`config.mk`:
```
export PLATFORM = sky130hd
export DESIGN_NAME = dac_event_ctrl
export DESIGN_NICKNAME = d
export VERILOG_FILES = /design/src/core/dac_evt_pkg.sv /design/src/core/start_event_sync.sv /design/src/core/dac_channel.sv /design/src/core/dac_event_ctrl.sv
export SDC_FILE = /design/constraint.sdc
export NUM_CORES = 1
export LEC_CHECK = 0
export BUFFER_PORTS_ARGS = -buffer_cell sky130_fd_sc_hd__buf_2
export CAP_MARGIN = 25
export CORE_MARGIN = 2
export CORE_UTILIZATION = 39
export DETAILED_ROUTE_END_ITERATION = 12
export PLACE_DENSITY_LB_ADDON = 0.12
export SETUP_SLACK_MARGIN = 0.5
export SYNTH_ARGS = -nofsm -noshare
export SYNTH_HDL_FRONTEND = slang
export SYNTH_SLANG_ARGS = --single-unit
export TNS_END_PERCENT = 10
```
`constraint.sdc`:
```
create_clock -name clk_sys -period 3.2 [get_ports clk_sys]
set_input_delay 0.64 -clock clk_sys [delete_from_list [all_inputs] [get_ports clk_sys]]
set_output_delay 0.64 -clock clk_sys [all_outputs]
set_load 0.05 [all_outputs]
```
`src/core/dac_evt_pkg.sv`:
```
package dac_evt_pkg;
   // ==========================================================
   // Sizes
   localparam int NUM_CH = 2;
   localparam int DATA_W = 12;
   localparam int EV_LINES = 2;
   localparam int ADDR_W = 8;
   localparam int CNT_W = 16;
   localparam int FLAG_W = 4;
   // ==========================================================
   // Timing (ns) and derived cycle counts at 100 MHz
   localparam int CLK_NS = 10;
   localparam int STARTUP_NS = 10000;
   localparam int CONV_NS = 1000;
   localparam int STARTUP_CYC = (STARTUP_NS + CLK_NS - 1) / CLK_NS;
   localparam int CONV_CYC = (CONV_NS + CLK_NS - 1) / CLK_NS;
   // ==========================================================
   // Register byte offsets
   localparam logic [ADDR_W-1:0] OFS_CTRL = 8'h00;
   localparam logic [ADDR_W-1:0] OFS_EVCTRL = 8'h04;
   localparam logic [ADDR_W-1:0] OFS_INTERRUPT_ENABLE_CLEAR = 8'h08;
   localparam logic [ADDR_W-1:0] OFS_INTENSET = 8'h0C;
   localparam logic [ADDR_W-1:0] OFS_INTERRUPT_FLAG_REGISTER = 8'h10;
   localparam logic [ADDR_W-1:0] OFS_STATUS = 8'h14;
   localparam logic [ADDR_W-1:0] OFS_PENDING_VALUE_BUFFER_CH0 = 8'h18;
   localparam logic [ADDR_W-1:0] OFS_DATABUF1 = 8'h1C;
   localparam logic [ADDR_W-1:0] OFS_CONVERSION_VALUE_CH0 = 8'h20;
   localparam logic [ADDR_W-1:0] OFS_DATA1 = 8'h24;
   // ==========================================================
   // Field positions
   localparam int CTRL_ENABLE_BIT = 0;
   localparam int CTRL_RUNSTBY_LSB = 1;
   localparam int EV_STARTEI_LSB = 0;
   localparam int EV_INV_LSB = 2;
   localparam int EV_EMPTYEO_LSB = 4;
   localparam int EV_RESEO_LSB = 6;
   localparam int FLAG_EMPTY_LSB = 0;
   localparam int FLAG_RES_LSB = 2;
   localparam int ST_READY_LSB = 0;
   localparam int ST_BUSY_LSB = 2;
   localparam int ST_FULL_LSB = 4;
   // ==========================================================
   // Reset values
   localparam logic [31:0] RST_WORD = 32'h0000_0000;
   // ==========================================================
   // Channel states, Gray coded along off-startup-idle-convert
   typedef enum logic [1:0] {
      CH_OFF = 2'b00,
      CH_STARTUP = 2'b01,
      CH_IDLE = 2'b11,
      CH_CONVERT = 2'b10
   } ch_state_e;
endpackage

```
`src/core/start_event_sync.sv`:
```
`timescale 1ns/10ps
module start_event_sync import dac_evt_pkg::*;
#(
   parameter int LINES = EV_LINES
)
(
   input wire logic clk_sys,
   input wire logic rst,
   input wire logic ce,
   input wire logic [LINES-1:0] ev_in,
   input wire logic invert,
   input wire logic enable,
   output logic start_pulse
);
   // ==========================================================
   // Two-stage synchroniser, then edge detect on stage two only
   logic [LINES-1:0] sync1_reg;
   logic [LINES-1:0] sync2_reg;
   logic [LINES-1:0] prev_reg;
   logic [LINES-1:0] level;
   logic [LINES-1:0] prev_next;

   // Raw history is kept, so flipping the invert bit cannot fake an edge
   always_comb
   begin
      prev_next = sync2_reg;
      if (invert)
         level = prev_reg & ~sync2_reg;
      else
         level = sync2_reg & ~prev_reg;
      start_pulse = enable & |level;
   end

   // Only stage two feeds any logic, stage one is metastability room
   always_ff @(posedge clk_sys)
   begin
      if (rst)
      begin
         sync1_reg <= '0;
         sync2_reg <= '0;
         prev_reg <= '0;
      end
      else if (ce)
      begin
         sync1_reg <= ev_in;
         sync2_reg <= sync1_reg;
         prev_reg <= prev_next;
      end
   end
endmodule

```
`src/core/dac_channel.sv`:
```
`timescale 1ns/10ps
module dac_channel import dac_evt_pkg::*;
#(
   parameter int DW = DATA_W,
   parameter int STARTUP = STARTUP_CYC,
   parameter int CONV = CONV_CYC
)
(
   input wire logic clk_sys,
   input wire logic rst,
   input wire logic ce,
   input wire logic enable,
   input wire logic halt,
   input wire logic auto_start,
   input wire logic buf_write,
   input wire logic [DW-1:0] buf_data,
   input wire logic start_evt,
   output logic [DW-1:0] value,
   output logic buf_full,
   output logic ready,
   output logic busy,
   output logic empty_pulse,
   output logic conv_start
);
   localparam logic [CNT_W-1:0] STARTUP_LAST = CNT_W'(STARTUP - 1);
   localparam logic [CNT_W-1:0] CONV_LAST = CNT_W'(CONV - 1);
   ch_state_e state_reg, state_next;
   logic [CNT_W-1:0] cnt_reg, cnt_next;
   logic [DW-1:0] buf_reg, buf_next;
   logic [DW-1:0] value_reg, value_next;
   logic full_reg, full_next;
   logic pend_reg, pend_next;
   logic empty_reg, empty_next;
   logic start_reg, start_next;
   logic go;

   // ==========================================================
   // Channel sequencer
   always_comb
   begin
      state_next = state_reg;
      cnt_next = cnt_reg;
      buf_next = buf_reg;
      value_next = value_reg;
      full_next = full_reg;
      pend_next = pend_reg;
      empty_next = 1'b0;
      start_next = 1'b0;
      go = pend_reg | start_evt | (auto_start & full_reg);
      case (state_reg)
         CH_OFF:
         begin
            pend_next = 1'b0;
            if (enable)
            begin
               state_next = CH_STARTUP;
               cnt_next = STARTUP_LAST;
            end
         end
         CH_STARTUP:
         begin
            // Early event loads the value but never starts
            if (start_evt)
            begin
               value_next = buf_reg;
               full_next = 1'b0;
               empty_next = full_reg;
            end
            if (!enable)
               state_next = CH_OFF;
            else if (cnt_reg == '0)
               state_next = CH_IDLE;
            else
               cnt_next = cnt_reg - 1'b1;
         end
         CH_IDLE:
         begin
            if (!enable)
               state_next = CH_OFF;
            else if (go && !halt)
            begin
               value_next = buf_reg;
               full_next = 1'b0;
               empty_next = full_reg;
               start_next = 1'b1;
               pend_next = 1'b0;
               cnt_next = CONV_LAST;
               state_next = CH_CONVERT;
            end
            else if (start_evt)
               pend_next = 1'b1;
         end
         CH_CONVERT:
         begin
            // Event while busy waits until the channel is ready
            if (start_evt)
               pend_next = 1'b1;
            if (!enable)
               state_next = CH_OFF;
            else if (!halt)
            begin
               if (cnt_reg == '0)
                  state_next = CH_IDLE;
               else
                  cnt_next = cnt_reg - 1'b1;
            end
         end
         default:
            state_next = CH_OFF;
      endcase
      // A write in the load cycle refills the buffer, so it wins
      if (buf_write)
      begin
         buf_next = buf_data;
         full_next = 1'b1;
      end
   end

   always_ff @(posedge clk_sys)
   begin
      if (rst)
      begin
         state_reg <= CH_OFF;
         cnt_reg <= '0;
         buf_reg <= '0;
         value_reg <= '0;
         full_reg <= 1'b0;
         pend_reg <= 1'b0;
         empty_reg <= 1'b0;
         start_reg <= 1'b0;
      end
      else if (ce)
      begin
         state_reg <= state_next;
         cnt_reg <= cnt_next;
         buf_reg <= buf_next;
         value_reg <= value_next;
         full_reg <= full_next;
         pend_reg <= pend_next;
         empty_reg <= empty_next;
         start_reg <= start_next;
      end
   end

   assign value = value_reg;
   assign buf_full = full_reg;
   assign ready = (state_reg == CH_IDLE);
   assign busy = (state_reg == CH_CONVERT);
   assign empty_pulse = empty_reg;
   assign conv_start = start_reg;
endmodule

```
`src/core/dac_event_ctrl.sv`:
```
// The register offsets and the APB interface to the registers were left to the implementer.
`timescale 1ns/10ps
module dac_event_ctrl import dac_evt_pkg::*;
#(
   parameter int DW = DATA_W,
   parameter int LINES = EV_LINES
)
(
   input wire logic clk_sys,
   input wire logic rst,
   input wire logic ce,
   input wire logic psel,
   input wire logic penable,
   input wire logic pwrite,
   input wire logic [ADDR_W-1:0] paddr,
   input wire logic [31:0] pwdata,
   output logic [31:0] prdata,
   output logic pready,
   output logic pslverr,
   input wire logic [LINES-1:0] start_conversion_action_ch0,
   input wire logic [LINES-1:0] start_conversion_action_ch1,
   input wire logic filter_done_ch0,
   input wire logic filter_done_ch1,
   input wire logic standby_sleep,
   output logic buffer_empty_event_ch0,
   output logic buffer_empty_event_ch1,
   output logic filter_result_event_ch0,
   output logic filter_result_event_ch1,
   output logic [DW-1:0] conversion_value_ch0,
   output logic [DW-1:0] conversion_value_ch1,
   output logic conv_start_ch0,
   output logic conv_start_ch1,
   output logic irq
);
   // ==========================================================
   // Register state
   logic enable_reg, enable_next;
   logic [NUM_CH-1:0] standby_run_enable_reg, standby_run_enable_next;
   logic [NUM_CH-1:0] start_event_in_enable_reg, start_event_in_enable_next;
   logic [NUM_CH-1:0] event_edge_invert_reg, event_edge_invert_next;
   logic [NUM_CH-1:0] empty_event_out_enable_reg, empty_event_out_enable_next;
   logic [NUM_CH-1:0] result_event_out_enable_reg, result_event_out_enable_next;
   logic [FLAG_W-1:0] inten_reg, inten_next;
   logic [FLAG_W-1:0] interrupt_flag_register_reg, interrupt_flag_register_next;
   logic irq_reg, irq_next;
   logic [31:0] prdata_reg, prdata_next;
   logic [NUM_CH-1:0] empty_evt_reg, empty_evt_next;
   logic [NUM_CH-1:0] result_evt_reg, result_evt_next;

   // ==========================================================
   // Per-channel wiring
   logic [LINES-1:0] ev_lines [NUM_CH];
   logic [NUM_CH-1:0] filter_done;
   logic [NUM_CH-1:0] start_pulse;
   logic [NUM_CH-1:0] buf_write;
   logic [NUM_CH-1:0] buf_full;
   logic [NUM_CH-1:0] ch_ready;
   logic [NUM_CH-1:0] ch_busy;
   logic [NUM_CH-1:0] empty_pulse;
   logic [NUM_CH-1:0] conv_start;
   logic [DW-1:0] ch_value [NUM_CH];

   // ==========================================================
   // Bus decode signals
   logic setup;
   logic wr;
   logic hit;
   logic [31:0] rdata;
   logic [FLAG_W-1:0] flag_set;
   logic [FLAG_W-1:0] flag_clr;

   assign ev_lines[0] = start_conversion_action_ch0;
   assign ev_lines[1] = start_conversion_action_ch1;
   assign filter_done = {filter_done_ch1, filter_done_ch0};

   // ==========================================================
   // Channels with their event synchronisers
   genvar g;
   generate
      for (g = 0; g < NUM_CH; g++)
      begin : gen_ch
         start_event_sync #(.LINES(LINES)) u_sync
         (
            .clk_sys(clk_sys),
            .rst(rst),
            .ce(ce),
            .ev_in(ev_lines[g]),
            .invert(event_edge_invert_reg[g]),
            .enable(start_event_in_enable_reg[g]),
            .start_pulse(start_pulse[g])
         );
         // Standby halt only bites when the channel may not run asleep
         dac_channel #(.DW(DW)) u_ch
         (
            .clk_sys(clk_sys),
            .rst(rst),
            .ce(ce),
            .enable(enable_reg),
            .halt(standby_sleep & ~standby_run_enable_reg[g]),
            .auto_start(~start_event_in_enable_reg[g]),
            .buf_write(buf_write[g]),
            .buf_data(pwdata[DW-1:0]),
            .start_evt(start_pulse[g]),
            .value(ch_value[g]),
            .buf_full(buf_full[g]),
            .ready(ch_ready[g]),
            .busy(ch_busy[g]),
            .empty_pulse(empty_pulse[g]),
            .conv_start(conv_start[g])
         );
      end
   endgenerate

   // ==========================================================
   // APB phases: zero wait states, read data captured in setup
   assign setup = psel & ~penable;
   assign wr = psel & penable & pwrite;
   assign pready = 1'b1;
   assign pslverr = psel & penable & ~hit;
   assign buf_write[0] = wr & (paddr == OFS_PENDING_VALUE_BUFFER_CH0);
   assign buf_write[1] = wr & (paddr == OFS_DATABUF1);

   // Read mux and address decode
   always_comb
   begin
      rdata = RST_WORD;
      hit = 1'b1;
      if (paddr == OFS_CTRL)
      begin
         rdata[CTRL_ENABLE_BIT] = enable_reg;
         rdata[CTRL_RUNSTBY_LSB +: NUM_CH] = standby_run_enable_reg;
      end
      else if (paddr == OFS_EVCTRL)
      begin
         rdata[EV_STARTEI_LSB +: NUM_CH] = start_event_in_enable_reg;
         rdata[EV_INV_LSB +: NUM_CH] = event_edge_invert_reg;
         rdata[EV_EMPTYEO_LSB +: NUM_CH] = empty_event_out_enable_reg;
         rdata[EV_RESEO_LSB +: NUM_CH] = result_event_out_enable_reg;
      end
      else if (paddr == OFS_INTERRUPT_ENABLE_CLEAR || paddr == OFS_INTENSET)
         rdata[FLAG_W-1:0] = inten_reg;
      else if (paddr == OFS_INTERRUPT_FLAG_REGISTER)
         rdata[FLAG_W-1:0] = interrupt_flag_register_reg;
      else if (paddr == OFS_STATUS)
      begin
         rdata[ST_READY_LSB +: NUM_CH] = ch_ready;
         rdata[ST_BUSY_LSB +: NUM_CH] = ch_busy;
         rdata[ST_FULL_LSB +: NUM_CH] = buf_full;
      end
      else if (paddr == OFS_PENDING_VALUE_BUFFER_CH0 || paddr == OFS_DATABUF1)
         rdata = RST_WORD;
      else if (paddr == OFS_CONVERSION_VALUE_CH0)
         rdata[DW-1:0] = ch_value[0];
      else if (paddr == OFS_DATA1)
         rdata[DW-1:0] = ch_value[1];
      else
         hit = 1'b0;
   end

   // ==========================================================
   // Control register writes
   always_comb
   begin
      enable_next = enable_reg;
      standby_run_enable_next = standby_run_enable_reg;
      start_event_in_enable_next = start_event_in_enable_reg;
      event_edge_invert_next = event_edge_invert_reg;
      empty_event_out_enable_next = empty_event_out_enable_reg;
      result_event_out_enable_next = result_event_out_enable_reg;
      inten_next = inten_reg;
      if (wr && paddr == OFS_CTRL)
      begin
         enable_next = pwdata[CTRL_ENABLE_BIT];
         standby_run_enable_next = pwdata[CTRL_RUNSTBY_LSB +: NUM_CH];
      end
      else if (wr && paddr == OFS_EVCTRL)
      begin
         start_event_in_enable_next = pwdata[EV_STARTEI_LSB +: NUM_CH];
         event_edge_invert_next = pwdata[EV_INV_LSB +: NUM_CH];
         empty_event_out_enable_next = pwdata[EV_EMPTYEO_LSB +: NUM_CH];
         result_event_out_enable_next = pwdata[EV_RESEO_LSB +: NUM_CH];
      end
      else if (wr && paddr == OFS_INTERRUPT_ENABLE_CLEAR)
         inten_next = inten_reg & ~pwdata[FLAG_W-1:0];
      else if (wr && paddr == OFS_INTENSET)
         inten_next = inten_reg | pwdata[FLAG_W-1:0];
   end

   always_ff @(posedge clk_sys)
   begin
      if (rst)
      begin
         enable_reg <= 1'b0;
         standby_run_enable_reg <= '0;
         start_event_in_enable_reg <= '0;
         event_edge_invert_reg <= '0;
         empty_event_out_enable_reg <= '0;
         result_event_out_enable_reg <= '0;
         inten_reg <= '0;
      end
      else if (ce)
      begin
         enable_reg <= enable_next;
         standby_run_enable_reg <= standby_run_enable_next;
         start_event_in_enable_reg <= start_event_in_enable_next;
         event_edge_invert_reg <= event_edge_invert_next;
         empty_event_out_enable_reg <= empty_event_out_enable_next;
         result_event_out_enable_reg <= result_event_out_enable_next;
         inten_reg <= inten_next;
      end
   end

   // ==========================================================
   // Flags, request line and output events
   // A set in the clearing cycle wins so no event is lost
   always_comb
   begin
      flag_set = '0;
      flag_set[FLAG_EMPTY_LSB +: NUM_CH] = empty_pulse;
      flag_set[FLAG_RES_LSB +: NUM_CH] = filter_done;
      flag_clr = '0;
      if (wr && paddr == OFS_INTERRUPT_FLAG_REGISTER)
         flag_clr = pwdata[FLAG_W-1:0];
      interrupt_flag_register_next = (interrupt_flag_register_reg & ~flag_clr) | flag_set;
      irq_next = |(interrupt_flag_register_next & inten_next);
      empty_evt_next = empty_pulse & empty_event_out_enable_reg;
      result_evt_next = filter_done & result_event_out_enable_reg;
      prdata_next = setup ? rdata : prdata_reg;
   end

   always_ff @(posedge clk_sys)
   begin
      if (rst)
      begin
         interrupt_flag_register_reg <= '0;
         irq_reg <= 1'b0;
         empty_evt_reg <= '0;
         result_evt_reg <= '0;
         prdata_reg <= RST_WORD;
      end
      else if (ce)
      begin
         interrupt_flag_register_reg <= interrupt_flag_register_next;
         irq_reg <= irq_next;
         empty_evt_reg <= empty_evt_next;
         result_evt_reg <= result_evt_next;
         prdata_reg <= prdata_next;
      end
   end

   // ==========================================================
   // Outputs
   assign prdata = prdata_reg;
   assign irq = irq_reg;
   assign buffer_empty_event_ch0 = empty_evt_reg[0];
   assign buffer_empty_event_ch1 = empty_evt_reg[1];
   assign filter_result_event_ch0 = result_evt_reg[0];
   assign filter_result_event_ch1 = result_evt_reg[1];
   assign conversion_value_ch0 = ch_value[0];
   assign conversion_value_ch1 = ch_value[1];
   assign conv_start_ch0 = conv_start[0];
   assign conv_start_ch1 = conv_start[1];
endmodule

```
* Yosys cells after proc, flatten, opt, wreduce, memory -nomap -nowiden *
Index checks and enable logic that the tools add are counted.

word-level totals
  flip-flop bits (word level) = 160

cells by class
  add/subtract/negate cells = 2
  equality and inequality tests = 39
  multiplexer cells = 103
  bitwise logic cells = 40
  reduce and logical (&&, ||, !) cells = 40

operators by type and width
  operator                                                              count
  16-bit 2-to-1 mux                                                     13
  12-bit 2-to-1 mux                                                     14
  16-bit one-hot mux with 4 select lines                                2
  12-bit one-hot mux with 2 select lines                                2
  1-bit 2-to-1 mux                                                      34
  8-bit by 5-bit == test with 1-bit output, second input constant       4
  16-bit logical NOT                                                    2
  4-bit 2-to-1 mux                                                      8
  16-bit by 1-bit subtractor with 16-bit output, second input constant  2
  2-bit 2-to-1 mux                                                      15
  29-bit 2-to-1 mux                                                     1
  8-bit 2-to-1 mux                                                      3
  2-bit != test, second input constant                                  12
  5-bit AND reduction                                                   4
  8-bit by 4-bit == test with 1-bit output, second input constant       2
  8-bit by 6-bit == test with 1-bit output, second input constant       2
  2-bit one-hot mux with 4 select lines                                 2
  7-bit AND reduction                                                   2
  1-bit bitwise AND                                                     12
  2-bit bitwise AND                                                     6
  4-bit bitwise AND                                                     3
  6-bit 2-to-1 mux                                                      2
  3-bit by 2-bit != test with 1-bit output, second input constant       4
  3-bit != test, second input constant                                  4
  25 further kinds                                                      69

* Depth between registers and ports, before layout *
Gate-level depths: netlist of run 1.

  word-level depth = 14
  depth in mapped cells = 9
  mapped depth without buffers = 7

* Modules after synthesis *
From an unflattened synthesis of run 1, not the netlist that was laid out.

unflattened totals
  cells, all modules = 852
  area, all modules = 7183.1 um2

modules (own cells, without submodules)
  module                        instances  cells an instance  area an instance (um2)
  dac_channel (gen_ch[1].u_ch)  1          274                2259.7
  dac_event_ctrl                1          272                2254.7
  dac_channel (gen_ch[0].u_ch)  1          258                2188.3
  start_event_sync              2          24                 240.2

* Worst setup path before layout of run 1 *
No wires, ideal clock.

  path kind = input to output
  from = input paddr[3]
  to = output pslverr
  arrival time = 1847 ps
  path slack = 713 ps
  stages = 3
  path through = clkbuf_1 > o21ai_0 > a31oi_1

on the way
  cells in the longest elaborated chain, start to end = 11
  elaborated cells on any way between the ends = 22

ends and longest elaborated chain
  what                                      RTL line               RTL
  start, declared                           dac_event_ctrl.sv:15   input wire logic [ADDR_W-1:0] paddr,
  8-bit by 6-bit == test with 1-bit output  dac_event_ctrl.sv:154  else if (paddr == OFS_DATA1)
  1-bit 2-to-1 mux                          dac_event_ctrl.sv:154
  1-bit 2-to-1 mux                          dac_event_ctrl.sv:152  else if (paddr == OFS_CONVERSION_VALUE_CH0)
  1-bit 2-to-1 mux                          dac_event_ctrl.sv:150  else if (paddr == OFS_PENDING_VALUE_BUFFER_CH0 || paddr == OFS_DATABUF1)
  1-bit 2-to-1 mux                          dac_event_ctrl.sv:144  else if (paddr == OFS_STATUS)
  1-bit 2-to-1 mux                          dac_event_ctrl.sv:142  else if (paddr == OFS_INTERRUPT_FLAG_REGISTER)
  1-bit 2-to-1 mux                          dac_event_ctrl.sv:140  else if (paddr == OFS_INTERRUPT_ENABLE_CLEAR || paddr == OFS_INTENSET)
  1-bit 2-to-1 mux                          dac_event_ctrl.sv:133  else if (paddr == OFS_EVCTRL)
  1-bit 2-to-1 mux *                        dac_event_ctrl.sv:128  if (paddr == OFS_CTRL)
  1-bit NOT *                               dac_event_ctrl.sv:119  assign pslverr = psel & penable & ~hit;
  1-bit bitwise AND *                       dac_event_ctrl.sv:119
  end, declared                             dac_event_ctrl.sv:19   output logic pslverr,

Every way passes the cells marked *; elsewhere a longest branch is shown, timed or not.

* Final worst setup path of run 1 *
  from = register gen_ch[0].u_ch.cnt_reg[0]
  to = register gen_ch[0].u_ch.cnt_reg[12]

on the way
  cells in the longest elaborated chain, start to end = 5
  elaborated cells on any way between the ends = 7

ends and longest elaborated chain
  what                                                                                        RTL line                               RTL
  start, declared                                                                             dac_channel.sv:28                      logic [CNT_W-1:0] cnt_reg, cnt_next;
  start signal, assigned                                                                      dac_channel.sv:135                     cnt_reg <= cnt_next;
  16-bit by 1-bit subtractor with 16-bit output / 16-bit logical NOT (equally long branches)  --
  16-bit 2-to-1 mux *                                                                         dac_channel.sv:71, dac_channel.sv:102
  16-bit 2-to-1 mux                                                                           dac_channel.sv:100                     else if (!halt)
  16-bit 2-to-1 mux                                                                           dac_channel.sv:98                      if (!enable)
  16-bit one-hot mux with 4 select lines *                                                    dac_channel.sv:50                      case (state_reg)

Every way passes the cells marked *; elsewhere a longest branch is shown, timed or not. The select of a mux whose other input is x is not followed.
A chain may end at the register's enable or synchronous reset.

==> results.sh, run 1 <==
export IMPL_cts_htree_levels=4
export IMPL_fill_cells=1971
export IMPL_largest_reg_flops=32
export IMPL_cts_hold_buf=0
export IMPL_grt_pass1_vias=6809
export IMPL_synth_async_reset_ratio_pct=0
export IMPL_power_density_mw_per_mm2=451
export IMPL_antenna_violating_nets_post_route=0
export IMPL_die_width_um=144
export IMPL_yosysUniqueCellTypes=76
export IMPL_final_seq_area_mm2=0.00280
export IMPL_clock_latency_of_the_later_clocked_register_in_the_worst_skew_pair_ps=430
export IMPL_min_path_type="input port to flip-flop"
export IMPL_synth_yosys_seq_area_share_pct=36.7
export IMPL_post_place_ws_ps=647
export IMPL_multi_input_comb_area_mm2=0.00438
export IMPL_post_route_min_period_ps=2550
export IMPL_die_height_um=144
export IMPL_number_of_enable_type_register_cells_in_the_synthesized_netlist=0
export IMPL_dp_hpwl_um=16000
export IMPL_cell_area_after_synthesis_mm2=0.00764
export IMPL_clock_tree_buffer_depth=2
export IMPL_placement_rows=51
export IMPL_insertedDiodeCount=0
export IMPL_finalClockSkew_ps=11.4
export IMPL_power_sequential_fraction_pct=44.1
export IMPL_place_congestion=0.851
export IMPL_critPathArrivalTime_ps=2910
export IMPL_total_leakage_power_nw=3.37
export IMPL_layout_worst_path_cycle_share_pct=79.8
export IMPL_combinational_share_of_power_pct=6.2
export IMPL_layout_cells_most_common="dfxtp_1"
export IMPL_fin_nets=1074
export IMPL_post_layout_total_power_w=0.00400
export IMPL_syn_inst=952
export IMPL_critical_path_class="flip-flop to flip-flop"
export IMPL_finalWirelength_um=23000
export IMPL_rsz0062_at_grt="yes"
export IMPL_post_cts_setup_buffers=0
export IMPL_power_switching_w=0.00113
export IMPL_p_sw_share_pct=28.3
export IMPL_synthToLayoutAreaGrowth_pct=16.0
export IMPL_antenna_violations_before_repair=0
export IMPL_p_int_w=0.00287
export IMPL_max_freq_ghz=0.392
export IMPL_drt_vias_per_instance=5.73
export IMPL_post_cts_resize_count=0
export IMPL_cts_tree="done"
export IMPL_maxSlewViolCount=0
export IMPL_cts_buffers=17
export IMPL_layout_cells_non_filler=1283
export IMPL_setup_worst_path_start_class="flip-flop"
export IMPL_worstPathMaxFanout=5
export IMPL_postSynthAreaPerCell_um2=8.03
export IMPL_seq_cells_post_synth=140
export IMPL_timing_final_setup_violations=0
export IMPL_worst_setup_ep_type="flip-flop"
export IMPL_drt_pass1_iter_count=5
export IMPL_buffer_ports_inserted=76
export IMPL_ios=118
export IMPL_cp_data_required_time_ps=3560
export IMPL_placed_instances=1251
export IMPL_clock_power_share_pct=49.7
export IMPL_cts_sinks=140
export IMPL_first_pass_grt_wire_length_um=36500
export IMPL_grt_usage_pct=22.5
export IMPL_slew_headroom_pct=56.2
export IMPL_placeableCoreArea_mm2=0.0193
export IMPL_hold_violations=0
export IMPL_worst_pin_slew_ps=658
export IMPL_most_common_layout_cells="dfxtp_1, nand2_1, a21oi_1, buf_2, nor2_1"
export IMPL_ir_drop_v=0.000383
export IMPL_clkTransAtPathRegs_ps=70
export IMPL_detailed_place_area_mm2=0.00826
export IMPL_drc=0
export IMPL_initial_utilization_pct=39.5
export IMPL_share_of_final_layout_standard_cells_stronger_than_drive_strength_1_pct=16.4
export IMPL_grt_max_degree=83
export IMPL_globalRoute_totalOverflow=0
export IMPL_post_route_design_area_mm2=0.00886
export IMPL_post_route_worst_setup_slack_ps=647
export IMPL_total_of_max_cap_violations=0
export IMPL_total_vias_in_the_final_route=7354
export IMPL_cts_root_buf="clkbuf_16"
export IMPL_final_total_negative_setup_slack_ps=0
export IMPL_synth_warning_count=0
export IMPL_run_status="finished, final reports clean"
export IMPL_dieArea_mm2=0.0207
export IMPL_synth_ff_type="dfxtp_1"
export IMPL_drt_wirelength_per_cell_um=17.9
export IMPL_drt_initial_drc_count=526
==> worst paths after layout <==
path,start,end,slack [ps],depth (start not counted)
worst min register to register,gen_ch[0].u_ch.buf_reg[4],gen_ch[0].u_ch.buf_reg[4],450,2
worst max-delay path,gen_ch[0].u_ch.cnt_reg[0],gen_ch[0].u_ch.cnt_reg[12],650,7
worst min-delay path,start_conversion_action_ch0[1],gen_ch[0].u_sync.sync1_reg[1],440,3
worst max register to register,gen_ch[0].u_ch.cnt_reg[0],gen_ch[0].u_ch.cnt_reg[12],650,7
==> routing by layer <==
metal / vias to the layer above / part of all wire (%) / global-route usage (%)
met5: - / 0 / 0
met4: 0 / 1.6 / 6.71
met3: 24 / 5.5 / 4.11
met2: 229 / 45 / 34.5
met1: 3493 / 48 / 32.2
li1: 3608 / - / -
==> stage by stage <==
step	hold slack [ps]	utilization, %
after floorplan	428	-
after global placement	433	42.7
after detailed placement	438	42.7
after CTS	440	45.8
after global routing	444	45.8
final	445	45.8
==> cell families (layout without fill, tap and decap cells) <==
| logic type | Yosys count | in the layout | share of synthesized area, % |
|---|---|---|---|
| simple gates | 355 | 355 | 23.5 |
| mux | 41 | 41 | 5.37 |
| compound gates | 272 | 272 | 24.3 |
| other cells | 2 | 21 | 0.0983 |
| buf+inv | 126 | 173 | 7.50 |
| flops | 140 | 140 | 36.7 |
| fa+ha+maj | 16 | 16 | 2.62 |
==> power by group through the flow <==
stage | logic (W) | registers [W] | clock network, W
2_1_floorplan | 0.000181 | 0.00181 | 0
3_3_place_gp | 0.000247 | 0.00180 | 0
3_5_place_dp | 0.000248 | 0.00180 | 0
4_1_cts | 0.000248 | 0.00176 | 0.00202
5_1_grt | 0.000269 | 0.00176 | 0.00209
6_report | 0.000250 | 0.00176 | 0.00199
==> layout make-up <==
class / count / share of cell area [%]
well taps: 265 / 3.74
clock inverters: 15 / 1.91
clock buffers: 17 / 4.80
multi-input cells: 705 / 49.4
inverters: 35 / 1.48
flip-flops and latches: 140 / 31.6
repair buffers: 106 / 7.00
==> synthesized netlist by cell type, types with 5 or more instances <==
| cell | instances | area share, % |
|---|---|---|
| a211oi_1 | 12 | 1.2 |
| a21oi_1 | 75 | 4.9 |
| a221o_1 | 5 | 0.65 |
| a22oi_1 | 12 | 1.2 |
| a31oi_1 | 23 | 1.9 |
| a41oi_1 | 7 | 0.80 |
| and3_1 | 9 | 0.74 |
| buf_1 | 5 | 0.25 |
| buf_2 | 5 | 0.33 |
| buf_4 | 21 | 2.1 |
| clkbuf_1 | 58 | 2.8 |
| dfxtp_1 | 140 | 37 |
| ha_1 | 16 | 2.6 |
| inv_1 | 33 | 1.6 |
| mux2i_1 | 41 | 5.4 |
| nand2_1 | 113 | 5.5 |
| nand2b_1 | 7 | 0.57 |
| nand3_1 | 35 | 2.3 |
| nand4_1 | 25 | 2.0 |
| nor2_1 | 71 | 3.5 |
| nor2b_1 | 24 | 2.0 |
| nor3_1 | 19 | 1.2 |
| nor4_1 | 15 | 1.2 |
| o21ai_0 | 39 | 2.6 |
| o22ai_1 | 7 | 0.57 |
| o311ai_0 | 5 | 0.57 |
| o31ai_1 | 10 | 0.98 |
| o32ai_1 | 11 | 1.3 |
| o41ai_1 | 14 | 1.6 |
==> worst max-delay path: stages (launching register included) <==
cell	delay [ps]
dfxtp_1	340
inv_1	130
ha_1	280
or4b_2	670
nor4_1	470
nor4b_1	300
nand4_1	140
a21oi_1	150
No activity file was read; power rests on OpenSTA's default activity.
==> run 2: changes to the inputs <==
==> constraint.sdc (replaced) <==
create_clock -name clk_sys -period 2.2 [get_ports clk_sys]
set_input_delay 0.44 -clock clk_sys [delete_from_list [all_inputs] [get_ports clk_sys]]
set_output_delay 0.44 -clock clk_sys [all_outputs]
set_load 0.05 [all_outputs]
==> run 2 against run 1 <==
  * Fmax rose by 21%
  * Core utilization rose by 3.2 points
  * Sequential power rose by 45%
  * Clock skew barely moved
  * Design area rose by 7.1%
  * Worst setup slack got worse by 560 ps
  * Largest power group unchanged
==> results.sh, run 2 (synthesis results as in run 1) <==
export IMPL_run_status="finished, final reports clean"
export IMPL_dp_hpwl_um=17000
export IMPL_cts_htree_levels=4
export IMPL_detailed_place_area_mm2=0.00876
export IMPL_drt_initial_drc_count=483
export IMPL_share_of_final_layout_standard_cells_stronger_than_drive_strength_1_pct=24.3
export IMPL_grt_use_met3_pct=4.57
export IMPL_cell_occurring_most_often_along_the_worst_timing_path="or4_4"
export IMPL_placeableCoreArea_mm2=0.0193
export IMPL_crit_reg2reg_capture="gen_ch[0].u_ch.cnt_reg[1]"
export IMPL_number_of_buffers_and_inverters_on_the_critical_path=1
export IMPL_cp_data_required_time_ps=2540
export IMPL_insertedDiodeCount=0
export IMPL_drt_wirelength_per_cell_um=17.9
export IMPL_first_pass_grt_wire_length_um=38400
export IMPL_grt_pass1_vias=7168
export IMPL_buffer_ports_inserted=76
export IMPL_most_common_layout_cells="dfxtp_1, nand2_1, buf_4"
export IMPL_timing_critical_path_slowest_stage_cell="or4_4"
export IMPL_worst_setup_ep_type="flip-flop"
export IMPL_grt_most_used_layer="met2"
export IMPL_worstReg2RegStart="gen_ch[0].u_ch.cnt_reg[9]"
export IMPL_ios=118
export IMPL_initial_utilization_pct=39.5
export IMPL_globalRoute_totalOverflow=0
export IMPL_dieArea_mm2=0.0207
export IMPL_place_congestion=0.897
export IMPL_cts_tree="done"
export IMPL_grt_max_degree=54
export IMPL_setup_worst_path_start_class="flip-flop"
export IMPL_worstPathMaxFanout=8
export IMPL_clock_tree_buffer_depth=2
export IMPL_fin_nets=1140
export IMPL_die_width_um=144
export IMPL_drc=0
export IMPL_worstSetupStartpoint="gen_ch[0].u_ch.cnt_reg[9]"
export IMPL_post_route_design_area_mm2=0.00949
export IMPL_finalWirelength_um=24100
export IMPL_fill_cells=1917
export IMPL_layout_cells_most_common="dfxtp_1"
export IMPL_timing_final_setup_violations=0
export IMPL_antenna_violating_nets_post_route=0
export IMPL_min_path_type="input port to flip-flop"
export IMPL_total_leakage_power_nw=3.69
export IMPL_setup_worst_path_end="gen_ch[0].u_ch.cnt_reg[1]"
export IMPL_ff2ff_path_depth=6
export IMPL_critPathArrivalTime_ps=2460
export IMPL_total_of_max_cap_violations=0
export IMPL_final_core_utilization_pct=49.1
export IMPL_max_freq_ghz=0.472
export IMPL_groute_layer_met2_usage_pct=37.0
export IMPL_post_layout_total_power_w=0.00572
export IMPL_clock_latency_of_the_later_clocked_register_in_the_worst_skew_pair_ps=430
export IMPL_ir_drop_v=0.000459
export IMPL_clkTransAtPathRegs_ps=70
export IMPL_use_met1_pct=32.7
export IMPL_post_place_ws_ps=-1.42
export IMPL_die_height_um=144
export IMPL_rsz0062_at_grt="yes"
export IMPL_total_vias_in_the_final_route=7609
export IMPL_finalClockSkew_ps=11.2
export IMPL_placement_rows=51
export IMPL_reg2reg_setup_slack_ps=80
export IMPL_synthToLayoutAreaGrowth_pct=24.2
export IMPL_layout_worst_path_cycle_share_pct=96.2
export IMPL_critical_path_class="flip-flop to flip-flop"
export IMPL_slowest_delay_ps=580
export IMPL_cts_root_buf="clkbuf_16"
export IMPL_antenna_violations_before_repair=0
export IMPL_slew_headroom_pct=59.2
export IMPL_hold_violations=0
export IMPL_crit_chain="or4_4 > or4_4 > nor3_4 > buf_6 > nor4_1 > a211oi_2"
export IMPL_cts_sinks=140
export IMPL_kind_of_cell_with_the_highest_combined_delay_on_the_critical_path="simple AND/OR/NAND/NOR gates"
export IMPL_drt_pass1_iter_count=4
export IMPL_worst_pin_slew_ps=612
export IMPL_post_route_min_period_ps=2120
export IMPL_hold_path_startpoint="start_conversion_action_ch0[1]"
export IMPL_grt_usage_pct=23.7
export IMPL_cts_buffers=17
export IMPL_drt_vias_per_instance=5.64
export IMPL_largest_reg_flops=32
export IMPL_post_route_worst_setup_slack_ps=83.0
export IMPL_power_density_mw_per_mm2=602
export IMPL_maxSlewViolCount=0
export IMPL_timing_critical_path_depth=6
export IMPL_cts_hold_buf=0
run 2: changes by cell type in the layout (fill, tap and decap cells not counted), sizes merged:
| cell | delta |
|---|---|
| clkinvlp | +3 |
| clkinv | -3 |
| buf | +66 |
| inv | -1 |
run 2: worst min-delay path by stage:
stage	cells after the start	endpoint
finish	3	gen_ch[0].u_sync.sync1_reg[1]
floorplan	2	gen_ch[0].u_ch.buf_reg[0]
global placement	2	gen_ch[0].u_ch.buf_reg[11]
detailed placement	2	gen_ch[0].u_ch.buf_reg[5]
CTS	3	gen_ch[0].u_sync.sync1_reg[1]
global route	3	gen_ch[1].u_ch.buf_reg[4]
run 2: final cells by class:
class                           count  area, um2  share of cell area (%)
Sequential cell                   140       2820                    29.7
Multi-Input combinational cell    705       4510                    47.6
Inverter                           35        134                    1.41
Clock buffer                       17        425                    4.48
Clock inverter                     14        125                    1.32
Timing Repair Buffer              172       1140                    12.1
Tap cell                          265        332                    3.49
run 2: what timing repair did:
action / CTS / global route
gates resized for setup: 10 / 17
setup buffers: 4 / 6
pin swaps: 3 / 8
setup endpoints to repair: 63 / 73
run 2: report_power, final:
part	internal (W)	total (W)	switching (W)
clock	0.00148	0.00277	0.00128
sequential	0.00255	0.00256	0.0000132
combinational	0.000102	0.000388	0.000286
run 2: per-stage QoR:
stage               hold WS [ps]  instances  TNS (ps)
finish                       248       1348         0
global route                 265       1348     -19.6
CTS                          227       1342         0
detailed placement           441       1307     -1.42
global placement             436       1307         0
floorplan                    428        971         0
run 2: tightest hold or removal path, cell delays in order:
cell and delay, ps:
buf_2 80, mux2i_1 50, nor2_1 70
run 2: layer usage:
| layer | vias up | part of all wire, % | wire length [um] |
|---|---|---|---|
| met5 | - | 0 | 0 |
| met4 | 0 | 2.4 | 576 |
| met3 | 42 | 4.3 | 1030 |
| met2 | 189 | 46 | 11100 |
| met1 | 3645 | 47 | 11400 |
| li1 | 3733 | - | - |
